## src/core/fifo_port_pkg.sv

```systemverilog
// Constants shared by the parallel FIFO port of the USB bridge.
// Assumes a single 50 MHz core clock.
package fifo_port_pkg;
    localparam int CLK_HZ = 50_000_000;
    localparam int DATA_W = 8;
    localparam int RX_DEPTH = 128;
    localparam int TX_DEPTH = 256;
    // Wakeup low time, in ms, and its least cycle count
    localparam int WAKE_MS = 20;
    localparam int WAKE_CYC = (CLK_HZ / 1000) * WAKE_MS;
    // Flush timeout in ms: default, least and most, and cycles per ms
    localparam logic [7:0] FLUSH_MS_DEF = 8'h10;
    localparam logic [7:0] FLUSH_MS_MIN = 8'h02;
    localparam logic [7:0] FLUSH_MS_MAX = 8'hFF;
    localparam int MS_CYC = CLK_HZ / 1000;
    localparam logic [7:0] BYTE_RESET = 8'h00;
    typedef enum logic [1:0] {
        LINK_IDLE = 2'b00,
        LINK_CONFIGURED = 2'b01,
        LINK_SUSPENDED = 2'b11
    } link_state_t;
endpackage

```

## src/core/usb_parallel_fifo_port.sv

```systemverilog
// Parallel FIFO port: receive and transmit byte queues behind strobes.
// Assumes the USB engine feeds rx_in and drains tx_out on core_clk;
// pins from external logic are asynchronous and synchronised here.
// Functional notes
// RULE1 - Power indicator low once configured, high while suspended.
// RULE2 - Drive current receive byte on data lines while read strobe low.
// RULE3 - Read strobe falling edge fetches next receive byte if available.
// RULE4 - Write strobe falling edge captures data lines into transmit queue.
// RULE5 - External logic never writes while transmit-ready output is high.
// RULE6 - External logic writes one byte by strobing write high then low.
// RULE7 - External logic never reads while receive-available is high.
// RULE8 - Receive-available low whenever a byte is buffered; read by strobe. Code holds it high while the read strobe is low.
// RULE9 - Both status outputs float while the device is in reset.
// RULE10 - Wakeup enabled and suspended: receive-available pin becomes input.
// RULE11 - Receive-available pin low 20 ms in suspend requests USB resume.
// RULE12 - Input pins pull up; option makes them pull low in suspend.
// RULE13 - Active-low reset input returns the port to its reset state. Code floats data and status pins; queues keep their bytes.
// RULE14 - Controller runs from the single reference clock.
// RULE15 - Flush partial data after timeout, 16 ms default, 2 to 255 ms.
// RULE16 - External logic never overlaps strobes; releases data when idle.
`timescale 1ns/100ps
`default_nettype none
module usb_parallel_fifo_port #(
    parameter int WAKE_CYCLES = fifo_port_pkg::WAKE_CYC,
    parameter int MS_CYCLES = fifo_port_pkg::MS_CYC,
    parameter int RX_DEPTH = fifo_port_pkg::RX_DEPTH,
    parameter int TX_DEPTH = fifo_port_pkg::TX_DEPTH
) (
    input wire logic core_clk, // Reference clock
    input wire logic rst, // Core reset, active high
    input wire logic ext_reset_n, // Reset pin from external logic
    input wire logic rd_strobe_n, // Read strobe pin
    input wire logic wr_strobe, // Write strobe pin
    input wire logic [7:0] fifo_data_in, // Data pins, input side
    output logic [7:0] fifo_data_out, // Data pins, output side
    output logic fifo_data_oe, // Data pins driven
    output logic rx_byte_avail_n, // Receive-available level
    output logic rx_byte_avail_oe, // Receive-available driven
    input wire logic rx_byte_avail_in, // Receive-available pin sensed
    output logic tx_space_avail_n, // Transmit-ready level
    output logic tx_space_avail_oe, // Transmit-ready driven
    output logic usb_power_ok_n, // Power indicator
    output logic pins_pull_low, // Input pull toward ground
    input wire logic usb_configured, // From USB engine
    input wire logic usb_suspended, // From USB engine
    input wire logic wakeup_enable, // Stored wakeup option
    input wire logic suspend_pulldown_en, // Stored pull-down option
    input wire logic [7:0] flush_ms, // Flush timeout setting, ms
    output logic resume_request, // One-cycle resume request
    input wire logic [7:0] rx_in_data, // Byte from USB
    input wire logic rx_in_valid, // Byte from USB valid
    output logic rx_in_ready, // Receive queue has room
    output logic [7:0] tx_out_data, // Byte to USB
    output logic tx_out_valid, // Byte to USB valid
    input wire logic tx_out_ready, // USB takes byte
    output logic tx_flush // One-cycle flush of partial data
);
    // -------------------------------------------------------------------
    // Reset and pin synchronisers
    // -------------------------------------------------------------------
    logic [1:0] xrst_sync;
    logic [1:0] rd_sync;
    logic [1:0] wr_sync;
    logic [1:0] wk_sync;
    logic [7:0] din_s1;
    logic [7:0] din_s2;
    logic rd_prev;
    logic wr_prev;
    logic port_rst;

    // Pin reset held as a synchronised level
    always_ff @(posedge core_clk or posedge rst) begin // RULE14
        if (rst) begin
            xrst_sync <= 2'h0;
        end else begin
            xrst_sync <= {xrst_sync[0], ext_reset_n};
        end
    end
    assign port_rst = ~xrst_sync[1]; // RULE13

    // Two flops on every asynchronous pin
    always_ff @(posedge core_clk or posedge rst) begin
        if (rst) begin
            rd_sync <= 2'h3;
            wr_sync <= 2'h0;
            wk_sync <= 2'h3;
            din_s1 <= fifo_port_pkg::BYTE_RESET;
            din_s2 <= fifo_port_pkg::BYTE_RESET;
            rd_prev <= 1'b1;
            wr_prev <= 1'b0;
        end else begin
            rd_sync <= {rd_sync[0], rd_strobe_n};
            wr_sync <= {wr_sync[0], wr_strobe};
            wk_sync <= {wk_sync[0], rx_byte_avail_in};
            din_s1 <= fifo_data_in;
            din_s2 <= din_s1;
            rd_prev <= rd_sync[1];
            wr_prev <= wr_sync[1];
        end
    end

    wire rd_fall = rd_prev & ~rd_sync[1];
    wire wr_fall = wr_prev & ~wr_sync[1];

    // -------------------------------------------------------------------
    // Link state and power indicator
    // -------------------------------------------------------------------
    fifo_port_pkg::link_state_t link;
    fifo_port_pkg::link_state_t next_link;
    always_comb begin
        next_link = link;
        unique case (link)
            fifo_port_pkg::LINK_IDLE:
                if (usb_configured) next_link = fifo_port_pkg::LINK_CONFIGURED;
            fifo_port_pkg::LINK_CONFIGURED:
                if (usb_suspended) next_link = fifo_port_pkg::LINK_SUSPENDED;
                else if (!usb_configured) next_link = fifo_port_pkg::LINK_IDLE;
            fifo_port_pkg::LINK_SUSPENDED:
                if (!usb_suspended) next_link = fifo_port_pkg::LINK_CONFIGURED;
            default: next_link = fifo_port_pkg::LINK_IDLE;
        endcase
    end
    wire suspended = (next_link == fifo_port_pkg::LINK_SUSPENDED);
    wire wake_mode = wakeup_enable && suspended;
    wire powered_n = (next_link != fifo_port_pkg::LINK_CONFIGURED);

    // -------------------------------------------------------------------
    // Byte queues
    // -------------------------------------------------------------------
    logic [7:0] rx_head;
    logic rx_has;
    logic [$clog2(RX_DEPTH):0] rx_level;
    logic tx_room;
    logic [$clog2(TX_DEPTH):0] tx_level;
    logic rx_loaded;
    logic [7:0] rx_hold;
    wire rx_fetch = rd_fall && rx_has && !port_rst; // RULE3
    wire tx_push = wr_fall && tx_room && !port_rst; // RULE4
    // Data lines driven from the fetch until the strobe rises
    wire rx_drive = !port_rst && !rd_sync[1] && // RULE2
        (rx_fetch || rx_loaded);

    byte_queue #(.WIDTH(8), .DEPTH(RX_DEPTH)) rx_queue (
        .core_clk(core_clk), .rst(rst),
        .in_data(rx_in_data), .in_valid(rx_in_valid),
        .in_ready(rx_in_ready), .out_data(rx_head),
        .out_valid(rx_has), .out_ready(rx_fetch), .level(rx_level)
    );
    byte_queue #(.WIDTH(8), .DEPTH(TX_DEPTH)) tx_queue (
        .core_clk(core_clk), .rst(rst),
        .in_data(din_s2), .in_valid(tx_push),
        .in_ready(tx_room), .out_data(tx_out_data),
        .out_valid(tx_out_valid), .out_ready(tx_out_ready),
        .level(tx_level)
    );

    // -------------------------------------------------------------------
    // Flush timer and wakeup timer
    // -------------------------------------------------------------------
    logic [31:0] ms_cnt;
    logic [7:0] ms_elapsed;
    logic [31:0] wake_cnt;
    wire [7:0] flush_lim = (flush_ms < fifo_port_pkg::FLUSH_MS_MIN) ?
        fifo_port_pkg::FLUSH_MS_MIN : flush_ms;
    wire ms_tick = (ms_cnt == 32'(MS_CYCLES - 1));
    wire flush_due = tx_out_valid && !tx_push &&
        ms_tick && (ms_elapsed + 8'h01 >= flush_lim); // RULE15
    wire elapsed_max = (ms_elapsed == fifo_port_pkg::FLUSH_MS_MAX);
    wire wake_low = wake_mode && !wk_sync[1];
    wire wake_due = wake_low && (wake_cnt == 32'(WAKE_CYCLES - 1)); // RULE11

    // Timers restart on new transmit data or when the pin rises
    always_ff @(posedge core_clk or posedge rst) begin
        if (rst) begin
            ms_cnt <= '0;
            ms_elapsed <= 8'h00;
            wake_cnt <= '0;
        end else begin
            ms_cnt <= (tx_push || !tx_out_valid || ms_tick) ? '0 : ms_cnt + 1;
            if (tx_push || !tx_out_valid || flush_due) begin
                ms_elapsed <= 8'h00;
            end else if (ms_tick && !elapsed_max) begin
                ms_elapsed <= ms_elapsed + 8'h01;
            end
            wake_cnt <= (!wake_low || wake_due) ? '0 : wake_cnt + 1;
        end
    end

    // -------------------------------------------------------------------
    // Pin outputs, all registered
    // -------------------------------------------------------------------
    always_ff @(posedge core_clk or posedge rst) begin
        if (rst) begin
            link <= fifo_port_pkg::LINK_IDLE;
            rx_loaded <= 1'b0;
            rx_hold <= fifo_port_pkg::BYTE_RESET;
            fifo_data_out <= fifo_port_pkg::BYTE_RESET;
            fifo_data_oe <= 1'b0;
            rx_byte_avail_n <= 1'b1;
            rx_byte_avail_oe <= 1'b0;
            tx_space_avail_n <= 1'b1;
            tx_space_avail_oe <= 1'b0;
            usb_power_ok_n <= 1'b1;
            pins_pull_low <= 1'b0;
            resume_request <= 1'b0;
            tx_flush <= 1'b0;
        end else begin
            link <= next_link;
            if (rx_fetch) begin
                rx_hold <= rx_head;
            end
            rx_loaded <= !port_rst && (rx_fetch || (rx_loaded && !rd_sync[1]));
            fifo_data_out <= rx_fetch ? rx_head : rx_hold; // RULE2
            fifo_data_oe <= rx_drive; // RULE2
            rx_byte_avail_n <= !(rx_has && rd_sync[1]); // RULE8
            rx_byte_avail_oe <= !port_rst && !wake_mode; // RULE9 RULE10
            tx_space_avail_n <= !(tx_room && !wr_sync[1]); // RULE5
            tx_space_avail_oe <= !port_rst; // RULE9
            usb_power_ok_n <= powered_n; // RULE1
            pins_pull_low <= suspend_pulldown_en && suspended; // RULE12
            resume_request <= wake_due; // RULE11
            tx_flush <= flush_due; // RULE15
        end
    end

    // -------------------------------------------------------------------
    // Checks
    // -------------------------------------------------------------------
    // Quiet time since the last write, counted apart from the flush timer
    logic [31:0] quiet_cyc;
    always_ff @(posedge core_clk or posedge rst) begin
        if (rst) begin
            quiet_cyc <= '0;
        end else if (tx_push || !tx_out_valid || flush_due) begin
            quiet_cyc <= '0;
        end else begin
            quiet_cyc <= quiet_cyc + 32'h1;
        end
    end

    a_power_when_config: assert property ( // RULE1
        @(posedge core_clk) disable iff (rst)
        next_link == fifo_port_pkg::LINK_CONFIGURED |=> !usb_power_ok_n)
        else $error("power indicator not low when configured");
    a_power_in_suspend: assert property ( // RULE1
        @(posedge core_clk) disable iff (rst)
        suspended |=> usb_power_ok_n)
        else $error("power indicator not high in suspend");
    a_rx_data_drive: assert property ( // RULE2
        @(posedge core_clk) disable iff (rst)
        rx_fetch |=> fifo_data_oe && fifo_data_out == $past(rx_head))
        else $error("fetched byte not driven");
    a_rx_fetch_edge: assert property ( // RULE3
        @(posedge core_clk) disable iff (rst)
        rx_fetch |-> $past(rd_sync[1]) && !rd_sync[1])
        else $error("fetch without strobe fall");
    a_tx_capture: assert property ( // RULE4
        @(posedge core_clk) disable iff (rst)
        tx_push |=> tx_level == $past(tx_level) + 1'b1 || $past(tx_out_ready))
        else $error("write not captured");
    a_rx_avail_level: assert property ( // RULE8
        @(posedge core_clk) disable iff (rst)
        !rx_has |=> rx_byte_avail_n)
        else $error("avail low with empty queue");
    a_status_float_rst: assert property ( // RULE9
        @(posedge core_clk) disable iff (rst)
        port_rst |=> !rx_byte_avail_oe && !tx_space_avail_oe)
        else $error("status driven in reset");
    a_wake_input: assert property ( // RULE10
        @(posedge core_clk) disable iff (rst)
        wake_mode |=> !rx_byte_avail_oe)
        else $error("avail pin driven in wakeup mode");
    a_resume_time: assert property ( // RULE11
        @(posedge core_clk) disable iff (rst)
        resume_request |-> $past(wake_cnt) == 32'(WAKE_CYCLES - 1))
        else $error("resume before wakeup time");
    a_flush_time: assert property ( // RULE15
        @(posedge core_clk) disable iff (rst)
        flush_due |-> quiet_cyc >= 32'(flush_lim) * 32'(MS_CYCLES) - 32'h1)
        else $error("flush before timeout");
    c_read: cover property (@(posedge core_clk) disable iff (rst) rx_fetch);
    c_write: cover property (@(posedge core_clk) disable iff (rst) tx_push);
    c_resume: cover property (@(posedge core_clk) disable iff (rst)
        resume_request);
    c_flush: cover property (@(posedge core_clk) disable iff (rst) tx_flush);
endmodule
`default_nettype wire

```

## src/core/byte_queue.sv

```systemverilog
// Byte queue with valid/ready on both sides; full and empty are honest.
// Assumes one clock and an active-high asynchronous reset.
`timescale 1ns/100ps
`default_nettype none
module byte_queue #(
    parameter int WIDTH = 8,
    parameter int DEPTH = 128
) (
    input wire logic core_clk, // Core clock
    input wire logic rst, // Asynchronous reset
    input wire logic [WIDTH-1:0] in_data, // Write data
    input wire logic in_valid, // Write request
    output logic in_ready, // Not full
    output logic [WIDTH-1:0] out_data, // Head byte
    output logic out_valid, // Not empty
    input wire logic out_ready, // Pop request
    output logic [$clog2(DEPTH):0] level // Bytes held
);
    localparam int AW = $clog2(DEPTH);
    logic [WIDTH-1:0] mem [DEPTH];
    logic [AW-1:0] wr_ptr;
    logic [AW-1:0] rd_ptr;
    wire push = in_valid && in_ready;
    wire pop = out_valid && out_ready;

    // Status from the fill count
    assign in_ready = (level != (AW+1)'(DEPTH));
    assign out_valid = (level != '0);
    assign out_data = mem[rd_ptr];

    // Storage
    always_ff @(posedge core_clk) begin
        if (push) begin
            mem[wr_ptr] <= in_data;
        end
    end

    // Pointers and count
    always_ff @(posedge core_clk or posedge rst) begin
        if (rst) begin
            wr_ptr <= '0;
            rd_ptr <= '0;
            level <= '0;
        end else begin
            if (push) begin
                wr_ptr <= (wr_ptr == AW'(DEPTH - 1)) ? '0 : wr_ptr + 1'b1;
            end
            if (pop) begin
                rd_ptr <= (rd_ptr == AW'(DEPTH - 1)) ? '0 : rd_ptr + 1'b1;
            end
            level <= level + (AW+1)'(push) - (AW+1)'(pop);
        end
    end
endmodule
`default_nettype wire

```

## config.mk

```make
export PLATFORM = sky130hd
export DESIGN_NAME = usb_parallel_fifo_port
export DESIGN_NICKNAME = d
export VERILOG_FILES = /design/src/core/fifo_port_pkg.sv /design/src/core/usb_parallel_fifo_port.sv /design/src/core/byte_queue.sv
export SDC_FILE = /design/constraint.sdc
export NUM_CORES = 2
export LEC_CHECK = 0
export BUFFER_PORTS_ARGS = -buffer_cell sky130_fd_sc_hd__buf_2
export CORE_UTILIZATION = 40
export CTS_BUF_LIST = sky130_fd_sc_hd__clkbuf_4 sky130_fd_sc_hd__clkbuf_8
export DETAILED_ROUTE_END_ITERATION = 8
export PLACE_DENSITY = 0.56
export SLEW_MARGIN = 20
export SYNTH_ARGS = -nofsm -noshare
export SYNTH_HDL_FRONTEND = slang
export SYNTH_SLANG_ARGS = --single-unit
```

## constraint.sdc

```tcl
create_clock -name core_clk -period 11.22 [get_ports core_clk]
set_input_delay 1.122 -clock core_clk [delete_from_list [all_inputs] [get_ports core_clk]]
set_output_delay 1.122 -clock core_clk [all_outputs]
set_load 0.01 [all_outputs]
```

======== Word-level counts from Yosys, hierarchy flattened ========
Memories as Yosys holds them, arrays and structs flattened. A register that Yosys moved wholly into a read port is not among the register bits.
Index checks and enable logic that the tools add are counted.
cells by class
  $add $sub $neg .......................... 11
  $mul .................................... 0
  div/mod/pow operators ................... 0
  magnitude comparators ................... 2
  eq/ne operators ......................... 13
  shifts and indexed selects .............. 0
  mux-type cells .......................... 18
  bitwise logic cells ..................... 4
  reduce and logical (&&, ||, !) cells .... 43
operator list
  operator                                                              count
  32-bit by 1-bit adder with 32-bit output, second input constant       2
  32-bit two-way mux                                                    2
  8-bit two-way mux                                                     5
  32-bit by 16-bit == test with 1-bit output, second input constant     1
  32-bit by 20-bit == test with 1-bit output, second input constant     1
  8-bit by 1-bit adder with 8-bit output, second input constant         3
  8-bit == test, second input constant                                  3
  1-bit logical AND                                                     23
  7-bit by 1-bit adder with 7-bit output, second input constant         2
  7-bit == test, second input constant                                  2
  7-bit two-way mux                                                     2
  1-bit logical NOT                                                     10
  9-bit by 1-bit adder with 9-bit output                                1
  9-bit != test, second input constant                                  1
  9-bit nonzero test                                                    1
  9-bit by 1-bit subtractor with 9-bit output                           1
  8-bit by 1-bit adder with 8-bit output                                1
  8-bit greater-or-equal comparator                                     1
  8-bit by 2-bit < comparator with 1-bit output, second input constant  1
  2-bit two-way mux                                                     4
  8-bit != test, second input constant                                  1
  8-bit nonzero test                                                    1
  8-bit by 1-bit subtractor with 8-bit output                           1
  1-bit logical OR                                                      6
  9 further kinds                                                       15
word-level totals
  flip-flop bits (word level) ............. 157
  bits in latches ......................... 0
  memory bits (writable) .................. 3072
  bits in read-only memories .............. 0
  bits of input ports ..................... 36
  output and inout port bits .............. 27
  logic and storage cells ................. 121
  memories ................................ 2
memory list
  name          words  bits a word  read ports  clocked after memory_dff  write ports  RTL line          text
  tx_queue.mem  256    8            1           0                         1            byte_queue.sv:20  logic [WIDTH-1:0] mem [DEPTH];
  rx_queue.mem  128    8            1           1                         1            byte_queue.sv:20

======== Depth between registers and ports, before layout ========
  depth after elaboration ................. 10
  mapped depth ............................ 19
  mapped depth without buffers ............ 18

======== Cells and area by module ========
Synthesis repeated with hierarchy kept, for this count alone.
second synthesis, totals
  cells, all modules ...................... 6432
  area, all modules ....................... 127213.3 µm²
modules (own cells, without submodules)
  module                  times used  cells an instance  area each (µm²)
  byte_queue at tx_queue  1           3818               80618.6
  byte_queue at rx_queue  1           2095               41275.8
  usb_parallel_fifo_port  1           519                5318.9

======== Least setup slack after synthesis ========
No wires, ideal clock.
  path type ............................... register to register
  from .................................... register din_s2[0]
  to ...................................... memory tx_queue.mem[0][0] (data pin)
  setup time .............................. 0.801 ns
  arrival ................................. 3.169 ns
  required time ........................... 10.419 ns
  setup slack ............................. 7.251 ns
  stages on the path, launching flop included .. 1
  period minus slack after synthesis ...... 3.969 ns
  path through ............................ dfrtp_1
RTL lines
  what                      RTL line                      text
  start: declaration        usb_parallel_fifo_port.sv:66  logic [7:0] din_s2;
  start signal: assignment  usb_parallel_fifo_port.sv:88  din_s2 <= fifo_port_pkg::BYTE_RESET;
  start signal: assignment  usb_parallel_fifo_port.sv:96  din_s2 <= din_s1;
  end: declaration          byte_queue.sv:20
No word-level cell before the write port.

======== Final worst setup path ========
  from .................................... register tx_queue.rd_ptr[0]
  to ...................................... output tx_out_data[0]
on the way
  longest elaborated chain between the ends .. 1
ends and longest elaborated chain
  what                      RTL line                      text
  start: declaration        byte_queue.sv:22              logic [AW-1:0] rd_ptr;
  start signal: assignment  byte_queue.sv:49              rd_ptr <= (rd_ptr == AW'(DEPTH - 1)) ? '0 : rd_ptr + 1'b1;
  memory 256 x 8 bit        -
  end: declaration          usb_parallel_fifo_port.sv:53  output logic [7:0] tx_out_data,
No other way between the ends.

==> impl_results.md <==
* Time the worst path needs with I/O delays and setup at 7505 ps
* Mapped cell area at ~130000 sq um
* Final Net Count at ~6400
* Worst Setup Slack, final at 3715 ps
* RSZ-0062 raised after global routing: no
* Initial DRC count at roughly 6000
* Max_cap viols at 0
* Filler cells at around 26000
* Initial antenna violation count at 9
* Syn. warnings at 0
* Post-synth EDFFs at 3072
* Register Area at around 96000 sq um
* First-pass GRT wire length at 456.5 mm
* Layout cells sized above 1 at 0.2918
* Crit path kind: flop to output pin
* Flop2flop setup slack at around 6600 ps
* Worst-path clk slew at ~60 ps
* Pre-antenna DRT Iters at 6
* # port buffers at 62
* Post-Place Cells at ~9900
* Post-Layout Cell Count at roughly 11000
* DRT antenna net count at 0
* Top-area cell type share of the netlist area at 0.7298
* Place WS at 4854 ps
* DRC viols at 0
* Fin Hold WS at 122.4 ps
* Worst hold endpoint: din_s1[0]
* Mapped Cells at a little under 6000
* Clk root buf: clkbuf_8
* Largest cells by area after synthesis: edfxtp_1 73%, mux4_2 16%, dfrtp_1 3.1%
* Worst skew pair latency at 1130 ps
* Worst vdd ir at ~0.00021 V
* Critical path peak fanout at 86
* CTS tree: done
* Hold wc startpoint: fifo_data_in[0]
* Total power at about 31 mW
* Largest net degree at the start of global routing at ~190
* Postcts setup bufs at 0
* Sequential share of the synthesized area at 0.7626
* Total Routing Usage GR at 0.1986
* Number of CTS-inserted buffers at ~550
* Netlist cell types at 71
* Ports at 63
* CP endpoint kind: output pin
* Commonest cells in the synthesized netlist: 3072 x edfxtp_1, 878 x mux4_2, 528 x nor2_1, 165 x nand2_1, 157 x dfrtp_1
* Hold/Removal Path Class: input pin to flop
* Clk_skew at approximately 120 ps
* Area of the multi-input gates at around 28000 sq um
* CORE AREA at ~310000 sq um
* Required @ worst endpoint at about 10000 ps
* Most numerous cell in the Yosys netlist: edfxtp_1
* Via count at about 61000
* Hpwl dp at 182.9 mm
* Relative slew margins at 0.2277
* Setup TNS at 0 ps
* Reg2reg path depth at 7
* Final Util at 0.4512
* Vias in the first global route at approximately 63000
* Leak at 44.53 nW
* Total gr overflow at 0
* Placed Area at between 100000 and 150000 sq um
* PwrDens at ~220 nW/um^2
* Die W at ~560 um
* Setup-failing EPs final at 0
* Worst Hold Path Cells at 1
* DR vias/cell at approximately 5.6
* Max Fclk at between 0.1 and 0.15 GHz
* Yosys reg bits at ~3200
* Final count of hold timing violations at 0
* Synth-to-layout area growth at 12.35%
* Top_reg_cell synth: edfxtp_1
* H-tree levels at 6
* Tcrit/Tclk final at 0.6689
* Largest area contributor in the netlist: edfxtp_1
* Post-Syn Area per Cell at 21.31 sq um
* Initial Util at 0.4016
* Wirelength per Cell at just under 30 um
* Num rows at around 200
* FF-to-FF End: rx_hold[7]
* Final instance area at between 100000 and 150000 sq um
* Post-CTS resize count at 0
* CP startpoint kind: flop
* Reg-to-reg startpoint: rx_queue.rd_ptr[0]
* Clock buffer depth at 4
* Final max-slew violation count at 0
* Syn_nets at 6012
* Status: finished, final reports clean
* Worst-Margin Slew at between 1000 and 1500 ps
* Crit path arrival time at roughly 6400 ps
* Routed wire length at around 320 mm
* Clk sink count at about 3200
* Full die area at roughly 320000 sq um
* Async SR Flop Fraction at 0.05097
* RePlAce Congestion at 0.8071
* Die Ht at between 500 and 600 um
[per-layer routing]
layer | vias up | part of all wire | routed length [um] | GRT usage
met5 | - | 0.000032 | 10 | 0
met4 | 2 | 0.029 | 9344 | 0.06414
met3 | 509 | 0.066 | 20870 | 0.03616
met2 | 2196 | 0.48 | 153000 | 0.3191
met1 | 32947 | 0.42 | 133900 | 0.2752
li1 | 25375 | - | - | -
[repair_timing]
item,4_1_cts,5_1_grt
endpoints found under the setup margin,0,0
hold endpoints to repair,4,0
hold buffers,4,0
[area by class of cell]
type,instances,share of cell area
diodes,2,0.00003524
clock buffers,750,0.06493
clock inverters,199,0.008687
inverters,52,0.001480
multi-input cells,2329,0.1998
flip-flops and latches,3237,0.6792
well taps,4160,0.03665
repair buffers,171,0.009234
[layout by cell type, fill, tap and decap left out, types with 40 or more instances in the layout]
cell type  count
edfxtp_1    3072
mux4_2       878
clkbuf_8     574
nor2_1       503
clkbuf_4     176
nand2_1      147
dfrtp_1      139
mux2i_1      119
clkinv_1     118
buf_4        100
a21oi_1       61
xor2_1        59
o21ai_0       56
nand3_1       54
buf_2         54
inv_1         45
ha_1          42
xnor2_1       40
[worst max-delay path: stages (launching register included)]
cell	delay (ps)
dfrtp_4	970
buf_12	550
buf_4	710
mux4_2	580
mux4_2	510
a2111oi_2	590
nor3_1	270
or3_1	580
buf_2	200
[how the worst max path moves through the flow]
| stage | startpoint | to | cells after the start | slack, ps |
|---|---|---|---|---|
| after global routing | tx_queue.rd_ptr[0] | tx_out_data[0] | 8 | 3500 |
| after global placement | tx_queue.rd_ptr[0] | tx_out_data[0] | 8 | 4890 |
| after CTS | tx_queue.rd_ptr[0] | tx_out_data[0] | 8 | 3590 |
| final | tx_queue.rd_ptr[0] | tx_out_data[0] | 8 | 3710 |
| after floorplan | rst | din_s1[0] | 1 | 5650 |
| after detailed placement | tx_queue.rd_ptr[0] | tx_out_data[0] | 8 | 4850 |
[cells by family after synthesis]
logic type      synth area share
compound gates           0.01518
xor+xnor                0.006860
fa+ha+maj               0.004474
buf+inv                  0.01407
flops                     0.7626
mux                       0.1667
simple gates             0.03019
[power by group]
group | internal (mW) | switching [mW] | total [mW]
Combinational | 2.85 | 3.91 | 6.76
Clock | 5.50 | 4.71 | 10.2
Sequential | 13.4 | 0.395 | 13.8
[registers in the layout, indices dropped and copies added (netlist names), 2 cells and up]
signal	cells
tx_queue.mem	2048
rx_queue.mem	1024
ms_cnt	32
wake_cnt	32
tx_queue.level	9
din_s1	8
din_s2	8
ms_elapsed	8
rx_hold	8
rx_queue.level	8
tx_queue.rd_ptr	8
tx_queue.wr_ptr	8
rx_queue.rd_ptr	7
rx_queue.wr_ptr	7
link	2
rd_sync	2
wk_sync	2
wr_sync	2
xrst_sync	2
Note: power is estimated with default switching activity, not from simulation.
